**config.mk**
```make
export PLATFORM = sky130hd
export DESIGN_NAME = compact_timer
export DESIGN_NICKNAME = d
export VERILOG_FILES = /design/src/compact_timer_pkg.sv /design/src/compact_timer.sv
export VERILOG_INCLUDE_DIRS = /design/src
export SDC_FILE = /design/constraint.sdc
export NUM_CORES = 1
export LEC_CHECK = 0
export ABC_AREA = 1
export BUFFER_PORTS_ARGS = -buffer_cell sky130_fd_sc_hd__clkbuf_2
export CORE_MARGIN = 2
export CORE_UTILIZATION = 56
export CTS_BUF_LIST = sky130_fd_sc_hd__clkbuf_4
export DETAILED_ROUTE_END_ITERATION = 10
export PLACE_DENSITY = 0.86
export SYNTH_ARGS = -nofsm -noshare
export SYNTH_HDL_FRONTEND = slang
export SYNTH_SLANG_ARGS = --single-unit
```
**constraint.sdc**
```tcl
create_clock -name clk_i -period 2.2 [get_ports clk_i]
set_input_delay 0 -clock clk_i [delete_from_list [all_inputs] [get_ports clk_i]]
set_output_delay 0 -clock clk_i [all_outputs]
set_load 0.03 [all_outputs]
```
**src/compact_timer_defines.svh**
```systemverilog
/*
 Register offsets, field positions, reset values and divider
 counts of the compact 10-bit timer.
 Assumes inclusion by bare name before the timer module.
*/
`ifndef COMPACT_TIMER_DEFINES_SVH
`define COMPACT_TIMER_DEFINES_SVH

`define CT_OFS_CTL0   3'h0
`define CT_OFS_CTL1   3'h1
`define CT_OFS_CNT_L  3'h2
`define CT_OFS_CNT_H  3'h3
`define CT_OFS_CMPA_L 3'h4
`define CT_OFS_CMPA_H 3'h5

`define CT_CTL_RST    8'h00
`define CT_VAL_RST    10'h000
`define CT_BUF_RST    8'h00

`define CT_PAU_BIT    7
`define CT_CK_MSB     6
`define CT_CK_LSB     4
`define CT_ON_BIT     3
`define CT_RP_MSB     2
`define CT_RP_LSB     0
`define CT_MODE_MSB   7
`define CT_MODE_LSB   6
`define CT_FN_MSB     5
`define CT_FN_LSB     4
`define CT_OC_BIT     3
`define CT_POL_BIT    2
`define CT_DPX_BIT    1
`define CT_CCLR_BIT   0

`define CT_SYS4_LAST  2'h3
`define CT_H16_LAST   4'hF
`define CT_H64_LAST   6'h3F
`define CT_SEG_LAST   7'h7F

`endif

```
**src/compact_timer_pkg.sv**
```systemverilog
/*
 Types of the compact 10-bit timer: operating modes, clock
 sources and pin functions.
 Assumes nothing of its surroundings.
*/
package compact_timer_pkg;
    typedef enum logic [1:0] {
        MODE_CMP   = 2'b00,
        MODE_UNDEF = 2'b01,
        MODE_PWM   = 2'b10,
        MODE_TMR   = 2'b11
    } op_mode_t;

    typedef enum logic [2:0] {
        CK_SYS4  = 3'b000,
        CK_SYS   = 3'b001,
        CK_H16   = 3'b010,
        CK_H64   = 3'b011,
        CK_SUB0  = 3'b100,
        CK_SUB1  = 3'b101,
        CK_EXT_R = 3'b110,
        CK_EXT_F = 3'b111
    } clk_sel_t;

    typedef enum logic [1:0] {
        FN_00 = 2'b00,
        FN_01 = 2'b01,
        FN_10 = 2'b10,
        FN_11 = 2'b11
    } pin_fn_t;
endpackage

```
**src/compact_timer.sv**
```systemverilog
/*
 Compact 10-bit timer: counter, two comparators, compare
 output, PWM output and byte-wide register port.
 Assumes a single 40 MHz clock; the high-speed clock, the sub
 clock and the count pin arrive asynchronously and are
 synchronised here.
*/
// Summary of operation
// - 10-bit up counter, two comparators.
// - Low write buffers; high write copies buffer.
// - High read captures low byte into buffer.
// - P checks top three bits; A all.
// - Counter cleared by counter-on rising and by a clearing match.
// - Overflow or match clears, raising request.
// - Pause holds count; release resumes.
// - Clock select picks one of seven sources; two of its eight codes pick the sub clock.
// - Counter-on low stops and holds count.
// - Counter-on rising loads initial output level.
// - P value n gives n times 128; zero gives 1024.
// - Clear-select low: P match clears counter; in PWM mode the swap bit picks the clearing match instead.
// - Mode field: compare, undefined, PWM, timer.
// - Compare match: hold, low, high, toggle.
// - PWM: inactive, active, waveform, undefined.
// - Timer mode leaves output pin unused.
// - Second pin is complement of first.
// - Initial level bit: start level, active level.
// - Clear-select high: A match clears counter; in PWM mode the swap bit picks the clearing match instead.
// - Polarity bit inverts both output pins.
// - Swap bit exchanges period and duty comparators.
`timescale 1ns/1ps
`include "compact_timer_defines.svh"

module compact_timer (
    input  wire logic       clk_i,
    input  wire logic       rst_i,
    input  wire logic [2:0] addr_i,
    input  wire logic [7:0] wdata_i,
    input  wire logic       wr_i,
    input  wire logic       rd_i,
    output logic      [7:0] rdata_o,
    input  wire logic       high_clk_i,
    input  wire logic       sub_clk_i,
    input  wire logic       external_count_pin_i,
    output logic            timer_output_o,
    output logic            timer_output_inverted_o,
    output logic            timer_output_en_o,
    output logic            match_a_req_o,
    output logic            match_p_req_o
);
    import compact_timer_pkg::*;

    function automatic logic rise(input logic [2:0] s);
        rise = s[1] & ~s[2];
    endfunction

    logic [7:0] ctl0_r;
    logic [7:0] ctl1_r;
    logic [7:0] buf_r;
    logic [7:0] rdata_r;
    logic [9:0] cnt_r;
    logic [9:0] cmpa_r;
    logic       on_d_r;
    logic [2:0] hsync_r;
    logic [2:0] ssync_r;
    logic [2:0] esync_r;
    logic [1:0] pre4_r;
    logic [5:0] preh_r;
    logic       out_r;
    logic       pin_r;
    logic       pinb_r;
    logic       en_r;
    logic       reqa_r;
    logic       reqp_r;

    op_mode_t   mode;
    clk_sel_t   csel;
    pin_fn_t    fn;
    logic [2:0] compare_p_value;
    logic       on;
    logic       pau;
    logic       oc;
    logic       pol;
    logic       dpx;
    logic       cclr;
    logic       on_rise;
    logic       cmp_mode;
    logic       pwm_mode;
    logic       h_edge;
    logic       s_edge;
    logic       e_rise;
    logic       e_fall;
    logic       tick;
    logic       run;
    logic [9:0] cnt_inc;
    logic       a_hit;
    logic       p_hit;
    logic       clr;
    logic [9:0] duty;
    logic       pwm_act;
    logic       pwm_lvl;
    logic       pin_lvl;

    assign on       = ctl0_r[`CT_ON_BIT];
    assign pau      = ctl0_r[`CT_PAU_BIT];
    assign csel     = clk_sel_t'(ctl0_r[`CT_CK_MSB:`CT_CK_LSB]);
    assign compare_p_value     = ctl0_r[`CT_RP_MSB:`CT_RP_LSB];
    assign mode     = op_mode_t'(ctl1_r[`CT_MODE_MSB:`CT_MODE_LSB]);
    assign fn       = pin_fn_t'(ctl1_r[`CT_FN_MSB:`CT_FN_LSB]);
    assign oc       = ctl1_r[`CT_OC_BIT];
    assign pol      = ctl1_r[`CT_POL_BIT];
    assign dpx      = ctl1_r[`CT_DPX_BIT];
    assign cclr     = ctl1_r[`CT_CCLR_BIT];
    assign on_rise  = on & ~on_d_r;
    // The undefined mode code behaves as timer mode, pin unused.
    assign cmp_mode = (mode == MODE_CMP);
    assign pwm_mode = (mode == MODE_PWM);

    // Two flops synchronise, the third only serves edge finding.
    always_ff @(posedge clk_i) begin
        if (rst_i) begin
            hsync_r <= 3'h0;
            ssync_r <= 3'h0;
            esync_r <= 3'h0;
        end else begin
            hsync_r <= {hsync_r[1:0], high_clk_i};
            ssync_r <= {ssync_r[1:0], sub_clk_i};
            esync_r <= {esync_r[1:0], external_count_pin_i};
        end
    end

    assign h_edge = rise(hsync_r);
    assign s_edge = rise(ssync_r);
    assign e_rise = rise(esync_r);
    assign e_fall = rise(~esync_r);

    // Prescalers run freely so a source change needs no restart.
    always_ff @(posedge clk_i) begin
        if (rst_i) begin
            pre4_r <= 2'h0;
            preh_r <= 6'h00;
        end else begin
            pre4_r <= pre4_r + 2'h1;
            if (h_edge) begin
                preh_r <= preh_r + 6'h01;
            end
        end
    end

    always_comb begin
        case (csel)
            CK_SYS4:  tick = (pre4_r == `CT_SYS4_LAST);
            CK_SYS:   tick = 1'b1;
            CK_H16:   tick = h_edge & (preh_r[3:0] == `CT_H16_LAST);
            CK_H64:   tick = h_edge & (preh_r == `CT_H64_LAST);
            CK_SUB0:  tick = s_edge;
            CK_SUB1:  tick = s_edge;
            CK_EXT_R: tick = e_rise;
            CK_EXT_F: tick = e_fall;
            default:  tick = 1'b0;
        endcase
    end

    assign run     = on & ~pau & tick;
    assign cnt_inc = cnt_r + 10'h001;
    // P value zero wraps to the 1024-count overflow.
    assign p_hit   = (cnt_r[6:0] == `CT_SEG_LAST) &&
                     (3'(cnt_r[9:7] + 3'h1) == compare_p_value);
    // A value zero never matches; the counter then overflows.
    assign a_hit   = (cmpa_r != `CT_VAL_RST) && (cnt_inc == cmpa_r);

    always_comb begin
        if (pwm_mode) begin
            clr = dpx ? a_hit : p_hit;
        end else begin
            clr = cclr ? a_hit : p_hit;
        end
    end

    always_ff @(posedge clk_i) begin
        if (rst_i) begin
            on_d_r <= 1'b0;
        end else begin
            on_d_r <= on;
        end
    end

    always_ff @(posedge clk_i) begin
        if (rst_i) begin
            cnt_r <= `CT_VAL_RST;
        end else if (on_rise) begin
            cnt_r <= `CT_VAL_RST;
        end else if (run) begin
            cnt_r <= clr ? `CT_VAL_RST : cnt_inc;
        end
    end

    // No P request while A clears the counter outside PWM.
    always_ff @(posedge clk_i) begin
        if (rst_i) begin
            reqa_r <= 1'b0;
            reqp_r <= 1'b0;
        end else begin
            reqa_r <= run & a_hit & ~on_rise;
            reqp_r <= run & p_hit & ~on_rise & (pwm_mode | ~cclr);
        end
    end

    always_ff @(posedge clk_i) begin
        if (rst_i) begin
            out_r <= 1'b0;
        end else if (on_rise) begin
            out_r <= oc;
        end else if (run && a_hit && cmp_mode) begin
            case (fn)
                FN_01:   out_r <= 1'b0;
                FN_10:   out_r <= 1'b1;
                FN_11:   out_r <= ~out_r;
                default: out_r <= out_r;
            endcase
        end
    end

    assign duty    = dpx ? {compare_p_value, 7'h00} : cmpa_r;
    assign pwm_act = (cnt_r < duty);

    always_comb begin
        case (fn)
            FN_01:   pwm_lvl = oc;
            FN_10:   pwm_lvl = pwm_act ? oc : ~oc;
            default: pwm_lvl = ~oc;
        endcase
    end

    assign pin_lvl = pwm_mode ? pwm_lvl : out_r;

    // In timer mode the pins keep their last level, undriven.
    always_ff @(posedge clk_i) begin
        if (rst_i) begin
            pin_r  <= 1'b0;
            pinb_r <= 1'b1;
            en_r   <= 1'b0;
        end else begin
            en_r <= cmp_mode | pwm_mode;
            if (cmp_mode || pwm_mode) begin
                pin_r  <= pin_lvl ^ pol;
                pinb_r <= ~(pin_lvl ^ pol);
            end
        end
    end

    // Software order matters: the single buffer is shared by
    // both pairs, so an interleaved access corrupts the low byte.
    always_ff @(posedge clk_i) begin
        if (rst_i) begin
            ctl0_r <= `CT_CTL_RST;
            ctl1_r <= `CT_CTL_RST;
            cmpa_r <= `CT_VAL_RST;
            buf_r  <= `CT_BUF_RST;
        end else if (wr_i) begin
            case (addr_i)
                `CT_OFS_CTL0:   ctl0_r <= wdata_i;
                `CT_OFS_CTL1:   ctl1_r <= wdata_i;
                `CT_OFS_CMPA_L: buf_r <= wdata_i;
                `CT_OFS_CMPA_H: cmpa_r <= {wdata_i[1:0], buf_r};
                default:        buf_r <= buf_r;
            endcase
        end else if (rd_i) begin
            case (addr_i)
                `CT_OFS_CNT_H:  buf_r <= cnt_r[7:0];
                `CT_OFS_CMPA_H: buf_r <= cmpa_r[7:0];
                default:        buf_r <= buf_r;
            endcase
        end
    end

    always_ff @(posedge clk_i) begin
        if (rst_i) begin
            rdata_r <= 8'h00;
        end else if (rd_i) begin
            case (addr_i)
                `CT_OFS_CTL0:   rdata_r <= ctl0_r;
                `CT_OFS_CTL1:   rdata_r <= ctl1_r;
                `CT_OFS_CNT_L:  rdata_r <= buf_r;
                `CT_OFS_CNT_H:  rdata_r <= {6'h00, cnt_r[9:8]};
                `CT_OFS_CMPA_L: rdata_r <= buf_r;
                `CT_OFS_CMPA_H: rdata_r <= {6'h00, cmpa_r[9:8]};
                default:        rdata_r <= 8'h00;
            endcase
        end else begin
            rdata_r <= 8'h00;
        end
    end

    assign rdata_o                 = rdata_r;
    assign timer_output_o          = pin_r;
    assign timer_output_inverted_o = pinb_r;
    assign timer_output_en_o       = en_r;
    assign match_a_req_o           = reqa_r;
    assign match_p_req_o           = reqp_r;
endmodule

```
# Yosys cells after proc, flatten, opt, wreduce, memory -nomap -nowiden
# Index checks and enable logic that the tools add are counted.
# W data, S select, Z words.
dict set report totals {
  mem_count 0
  mem_bits_rw 0
  wordCells 115
  latchBits 0
  regBits 76
  romBits 0
  output_inout_bits 13
  in_bits 18
}
dict set report classes {
  n_div 0
  reduce_logical 22
  muxes 17
  shift 0
  bitwise 30
  n_lt_le_gt_ge 1
  mul 0
  n_eq_ne 23
  n_addsub 4
}
# op count
set ops {}
lappend ops {{$pmux W8 S5} 1}
lappend ops {{$mux W8} 3}
lappend ops {{$mux W10} 2}
lappend ops {{$eq A3 B3 Y1 const B} 6}
lappend ops {{$pmux W8 S2} 1}
lappend ops {{$and A1 B1 Y1} 14}
lappend ops {{$eq A3 B2 Y1 const B} 4}
lappend ops {{$not A1 Y1} 12}
lappend ops {{$add A10 B1 Y10 const B} 1}
lappend ops {{$eq A10 B10 Y1} 1}
lappend ops {{$lt A10 B10 Y1} 1}
lappend ops {{$reduce_bool A10 Y1} 1}
lappend ops {{$eq A2 B2 Y1 const B} 4}
lappend ops {{$reduce_and A2 Y1} 4}
lappend ops {{$reduce_or A2 Y1} 4}
lappend ops {{$eq A7 B7 Y1 const B} 1}
lappend ops {{$mux W1} 7}
lappend ops {{$pmux W1 S7} 1}
lappend ops {{$add A6 B1 Y6 const B} 1}
lappend ops {{$eq A3 B1 Y1 const B} 2}
lappend ops {{$eq A6 B6 Y1 const B} 1}
lappend ops {{$logic_not A3 Y1} 2}
lappend ops {{$eq A4 B4 Y1 const B} 1}
lappend ops {{$logic_and A1 B1 Y1} 4}
lappend ops {{other kinds (16)} 18}

# Depth between registers and ports, before layout
dict set report depth {
  word_depth 9
  depth_mapped 18
  mapped_depth_nobuf 18
}

# Least setup slack after synthesis
# Ideal clock, no wire load.
dict set report synth_timing {
  path_kind {reg-to-reg}
  startpoint {register ctl1_r[1]}
  endpoint {register pinb_r (netlist: timer_output_inverted_o)}
  t_arrival_ps 1574
  setup_time_ps 124
  period_less_slack_ps 1697
  slack_ps 503
  n_path_buf 0
  path_stages_with_launch 12
  path_cell_list {dfxtp_1 o21ai_0 ha_1 a21o_1 nor2_1 nand3_1 nand2_1 nand3_1 nand2_1 nand2_1 a21oi_1 o21ai_0}
}
dict set report synth_between {
  elab_chain_cells 7
}
# element line_no
set synth_rtl {}
lappend synth_rtl {{start: declaration} compact_timer.sv:57} ;# logic [7:0] ctl1_r;
lappend synth_rtl {{start signal: assignment} compact_timer.sv:256} ;# ctl1_r <= `CT_CTL_RST;
lappend synth_rtl {{start signal: assignment} compact_timer.sv:262} ;# `CT_OFS_CTL1: ctl1_r <= wdata_i;
lappend synth_rtl {{$mux W10} compact_timer.sv:223} ;# assign duty = dpx ? {compare_p_value, 7'h00} : cmpa_r;
lappend synth_rtl {{$lt A10 B10 Y1} compact_timer.sv:224} ;# assign pwm_act = (cnt_r < duty);
lappend synth_rtl {{$mux W1} compact_timer.sv:229} ;# FN_10: pwm_lvl = pwm_act ? oc : ~oc;
lappend synth_rtl {{$pmux W1 S2} compact_timer.sv:227} ;# case (fn)
lappend synth_rtl {{$mux W1} compact_timer.sv:234} ;# assign pin_lvl = pwm_mode ? pwm_lvl : out_r;
lappend synth_rtl {{$xor A1 B1 Y1} compact_timer.sv:246} ;# pinb_r <= ~(pin_lvl ^ pol);
lappend synth_rtl {{$not A1 Y1} compact_timer.sv:246}
lappend synth_rtl {{end signal: assignment} compact_timer.sv:246}
lappend synth_rtl {{end: declaration} compact_timer.sv:70} ;# logic pinb_r;
# No other way between the ends.
# A chain may end at the register's enable or synchronous reset.

# Worst setup path after layout
dict set report layout_timing {
  startpoint {register ctl0_r[1]}
  endpoint {register pinb_r (netlist: timer_output_inverted_o)}
}
dict set report layout_between {
  elab_chain_cells 7
}
# element line_no
set layout_rtl {}
lappend layout_rtl {{start: declaration} compact_timer.sv:56} ;# logic [7:0] ctl0_r;
lappend layout_rtl {{start signal: assignment} compact_timer.sv:255} ;# ctl0_r <= `CT_CTL_RST;
lappend layout_rtl {{start signal: assignment} compact_timer.sv:261} ;# `CT_OFS_CTL0: ctl0_r <= wdata_i;
lappend layout_rtl {{$mux W10} compact_timer.sv:223}
lappend layout_rtl {{$lt A10 B10 Y1} compact_timer.sv:224}
lappend layout_rtl {{$mux W1} compact_timer.sv:229}
lappend layout_rtl {{$pmux W1 S2} compact_timer.sv:227}
lappend layout_rtl {{$mux W1} compact_timer.sv:234}
lappend layout_rtl {{$xor A1 B1 Y1} compact_timer.sv:246}
lappend layout_rtl {{$not A1 Y1} compact_timer.sv:246}
# No other way between the ends.

==> results.py <==
metrics = {
    "synth": {
        "synth_edf_count": 0,
        "synthesis.area_mm2": 0.00392,
        "synth_area_leader_cell": "dfxtp_1",
        "netlist_instances": 548,
        "netlist_top_cells_area": "dfxtp_1, nand2_1, a21oi_1",
        "yosysUniqueCellTypes": 36,
        "synthArstFlopShare_pct": 0,
        "syn_area_per_cell_um2": 7.16,
        "synth_ff_type": "dfxtp_1",
        "yosysWarnings": 0,
        "seq_area_frac_synth_pct": 38.8,
        "syn_nets": 582,
        "synth_top_area_share_pct": 38.8,
        "synth_seq_cells": 76,
    },
    "clock_tree": {
        "clock_path_buffers": 2,
        "cts_max_level": 3,
        "ctsRootBufferMaster": "clkbuf_4",
        "insertion_delay_ns": 0.46,
        "cts_tree": "yes",
        "clk_pin_slew_worst_paths_ns": 0.15,
        "cts_inserted_buffers": 9,
        "cts.sinks": 76,
    },
    "global_routing": {
        "antenna_found_initial": 0,
        "grt_pass1_vias": 3611,
        "grt_pass1_wl_um": 17000,
        "overflow": 0,
        "grt_use_total_pct": 28.9,
        "grt_max_degree": 22,
    },
    "sta": {
        "setup_slack_ns": 0.218,
        "relSlewSlack_pct": 60.8,
        "hold_viol_final": 0,
        "fmax_mhz": 505,
        "post-route-period-util_pct": 90.1,
        "fin_setup_tns_ns": 0,
        "tightest_slew_ns": 0.587,
        "maxSlewViolCount": 0,
        "whs_ns": 0.0274,
        "setup_viol": 0,
        "fin_skew_ns": 0.0200,
        "finalCriticalPeriod_ns": 1.98,
    },
    "drt": {
        "first_iter_violations": 267,
        "viasPerCell": 5.57,
        "routedWlPerCell_um": 15.5,
        "wl_um": 10800,
        "drtAntennaViolNets": 0,
        "drc": 0,
        "num_vias": 3903,
        "dr.pass1.iters": 5,
    },
    "critical_path": {
        "crit_arrival_ns": 2.33,
        "cp_max_fo": 3,
        "crit_path_frequent_cell": "nand2_1",
        "crit_start": "ctl0_r[1]",
        "rrSetupSlack_ns": 0.22,
        "rr_startpoint": "ctl0_r[1]",
        "worst_path_dominant_cell_family": "simple AND/OR/NAND/NOR gates",
        "path_buf_inv": 2,
        "slowest_stage": "dfxtp_2",
        "timing.rr.end": "timer_output_inverted_o",
        "slowest_delay_ns": 0.37,
        "crit_type": "reg2reg",
        "crit_required_ns": 2.55,
        "crit_path_end_kind": "flop",
        "startpoint_type": "flop",
        "cp_cell_sequence": "inv_1 -> nand2_1 -> o21ai_0 -> ha_1 -> nand2_1 -> inv_1 -> nand2_1 -> nor2_1 -> nand2_1 -> nand3_1 -> nand2_1 -> nand3_1 -> nand2_1 -> nand2_1 -> nand3_1 -> nand2_1 -> o21ai_0",
        "r2r_cells": 17,
    },
    "layout": {
        "design_area_mm2": 0.00454,
        "area_delta_synth_final_pct": 15.7,
        "final_common_cell": "nand2_1",
        "final_cell_count_no_fill": 701,
        "most-common-layout-cells": "nand2_1, dfxtp_1, inv_1",
        "n_antenna_cell": 0,
        "drive_gt1_share_pct": 15.0,
        "finalNetCount": 634,
        "postLayoutCoreUtil_pct": 66.8,
    },
    "die": {
        "row_count": 30,
        "pin_count": 31,
        "start_util_pct": 57.7,
        "die_area_mm2": 0.00769,
        "die_y_um": 87.7,
        "core_area_mm2": 0.00679,
        "die_w_um": 87.7,
    },
    "place": {
        "place_ws_ns": 0.167,
        "placed_cell_area_mm2": 0.00419,
        "place_inst": 669,
        "gp_congestion": 0.942,
        "hpwl_um": 7590,
        "port_buffers": 30,
    },
    "run": {
        "maxCapViolCount": 0,
    },
    "worst_hold_path": {
        "min-delay-start": "rst_i",
        "hold_end": "ssync_r[0]",
        "hold_depth": 2,
        "holdCritPathClass": "in2reg",
    },
    "outcome": {
        "status": "finished clean",
    },
    "pwr": {
        "p_per_area_mw_per_mm2": 618,
        "power_mw": 2.80,
        "peakVddDrop_mv": 0.426,
        "leakage_nw": 1.88,
    },
}
[synthesized netlist by cell type, types with 3 or more instances]
| master | number |
|---|---|
| nand2_1 | 100 |
| dfxtp_1 | 76 |
| inv_1 | 69 |
| a21oi_1 | 62 |
| nor2_1 | 56 |
| o21ai_0 | 51 |
| nand3_1 | 34 |
| ha_1 | 16 |
| o22ai_1 | 9 |
| nand2_2 | 8 |
| o211ai_1 | 8 |
| clkbuf_1 | 7 |
| nand3_2 | 5 |
| xor2_1 | 5 |
| inv_2 | 4 |
| nand4_1 | 4 |
| nor2_4 | 4 |
| buf_2 | 3 |
| clkinv_1 | 3 |
| nor2_2 | 3 |
| xnor2_1 | 3 |
[power by group]
| group | internal [mW] | switching [mW] |
|---|---|---|
| sequential | 1.42 | 0.0327 |
| clock | 0.480 | 0.580 |
| combinational | 0.107 | 0.185 |
| total | 2.00 | 0.798 |
[cell families (layout without fill, tap and decap cells)]
logic type                 after synthesis  count (layout)  synth area share [%]
and+or+nand+nor                        220             220                  25.6
buffers and inverters                   89             146                  8.81
xor gates and xnor gates                10              10                  2.78
DFF                                     76              76                  38.8
AOI/OAI and AO/OA                      137             137                  18.9
adders and majority gates               16              16                  5.11
[metal layers]
metal | routed length, µm | global-route usage [%] | up-vias
li1 | - | - | 1903
met1 | 4340 | 34.8 | 1782
met2 | 5270 | 48.9 | 183
met3 | 806 | 6.31 | 35
met4 | 413 | 14.0 | 0
met5 | 0 | 0 | -
[sequential cells by signal, summed over array words and instances, names as in the netlist]
register	cells
hsync_r	3
match_p_req_o	1
match_a_req_o	1
timer_output_inverted_o	1
timer_output_en_o	1
ctl0_r	8
timer_output_o	1
ctl1_r	8
preh_r	6
esync_r	3
rdata_o	8
ssync_r	3
pre4_r	2
on_d_r	1
cnt_r	10
cmpa_r	10
buf_r	8
out_r	1
[how the worst max path moves through the flow]
stage          cells past startpoint                      end  slack (ns)
3_3_place_gp                      13  timer_output_inverted_o        0.26
6_report                          17  timer_output_inverted_o        0.22
5_1_grt                           17  timer_output_inverted_o       -0.02
2_1_floorplan                     11  timer_output_inverted_o        0.50
4_1_cts                           13  timer_output_inverted_o        0.13
3_5_place_dp                      13  timer_output_inverted_o        0.17
[timing repair]
| action | 4_1_cts | 5_1_grt |
|---|---|---|
| setup buffers | 0 | 1 |
| hold endpoints to repair | 38 | 0 |
| resized for setup | 0 | 7 |
| hold buffers | 15 | 0 |
| endpoints found under the setup margin | 0 | 2 |
[layout make-up]
class / count / area (µm²)
Multi-Input combinational cell: 383 / 2060
Sequential cell: 76 / 1530
Fill cell: 566 / 2260
Timing Repair Buffer: 54 / 368
Clock buffer: 9 / 67.6
Tap cell: 96 / 120
Inverter: 76 / 288
Clock inverter: 7 / 105
Power figures use the tool's default switching activity.
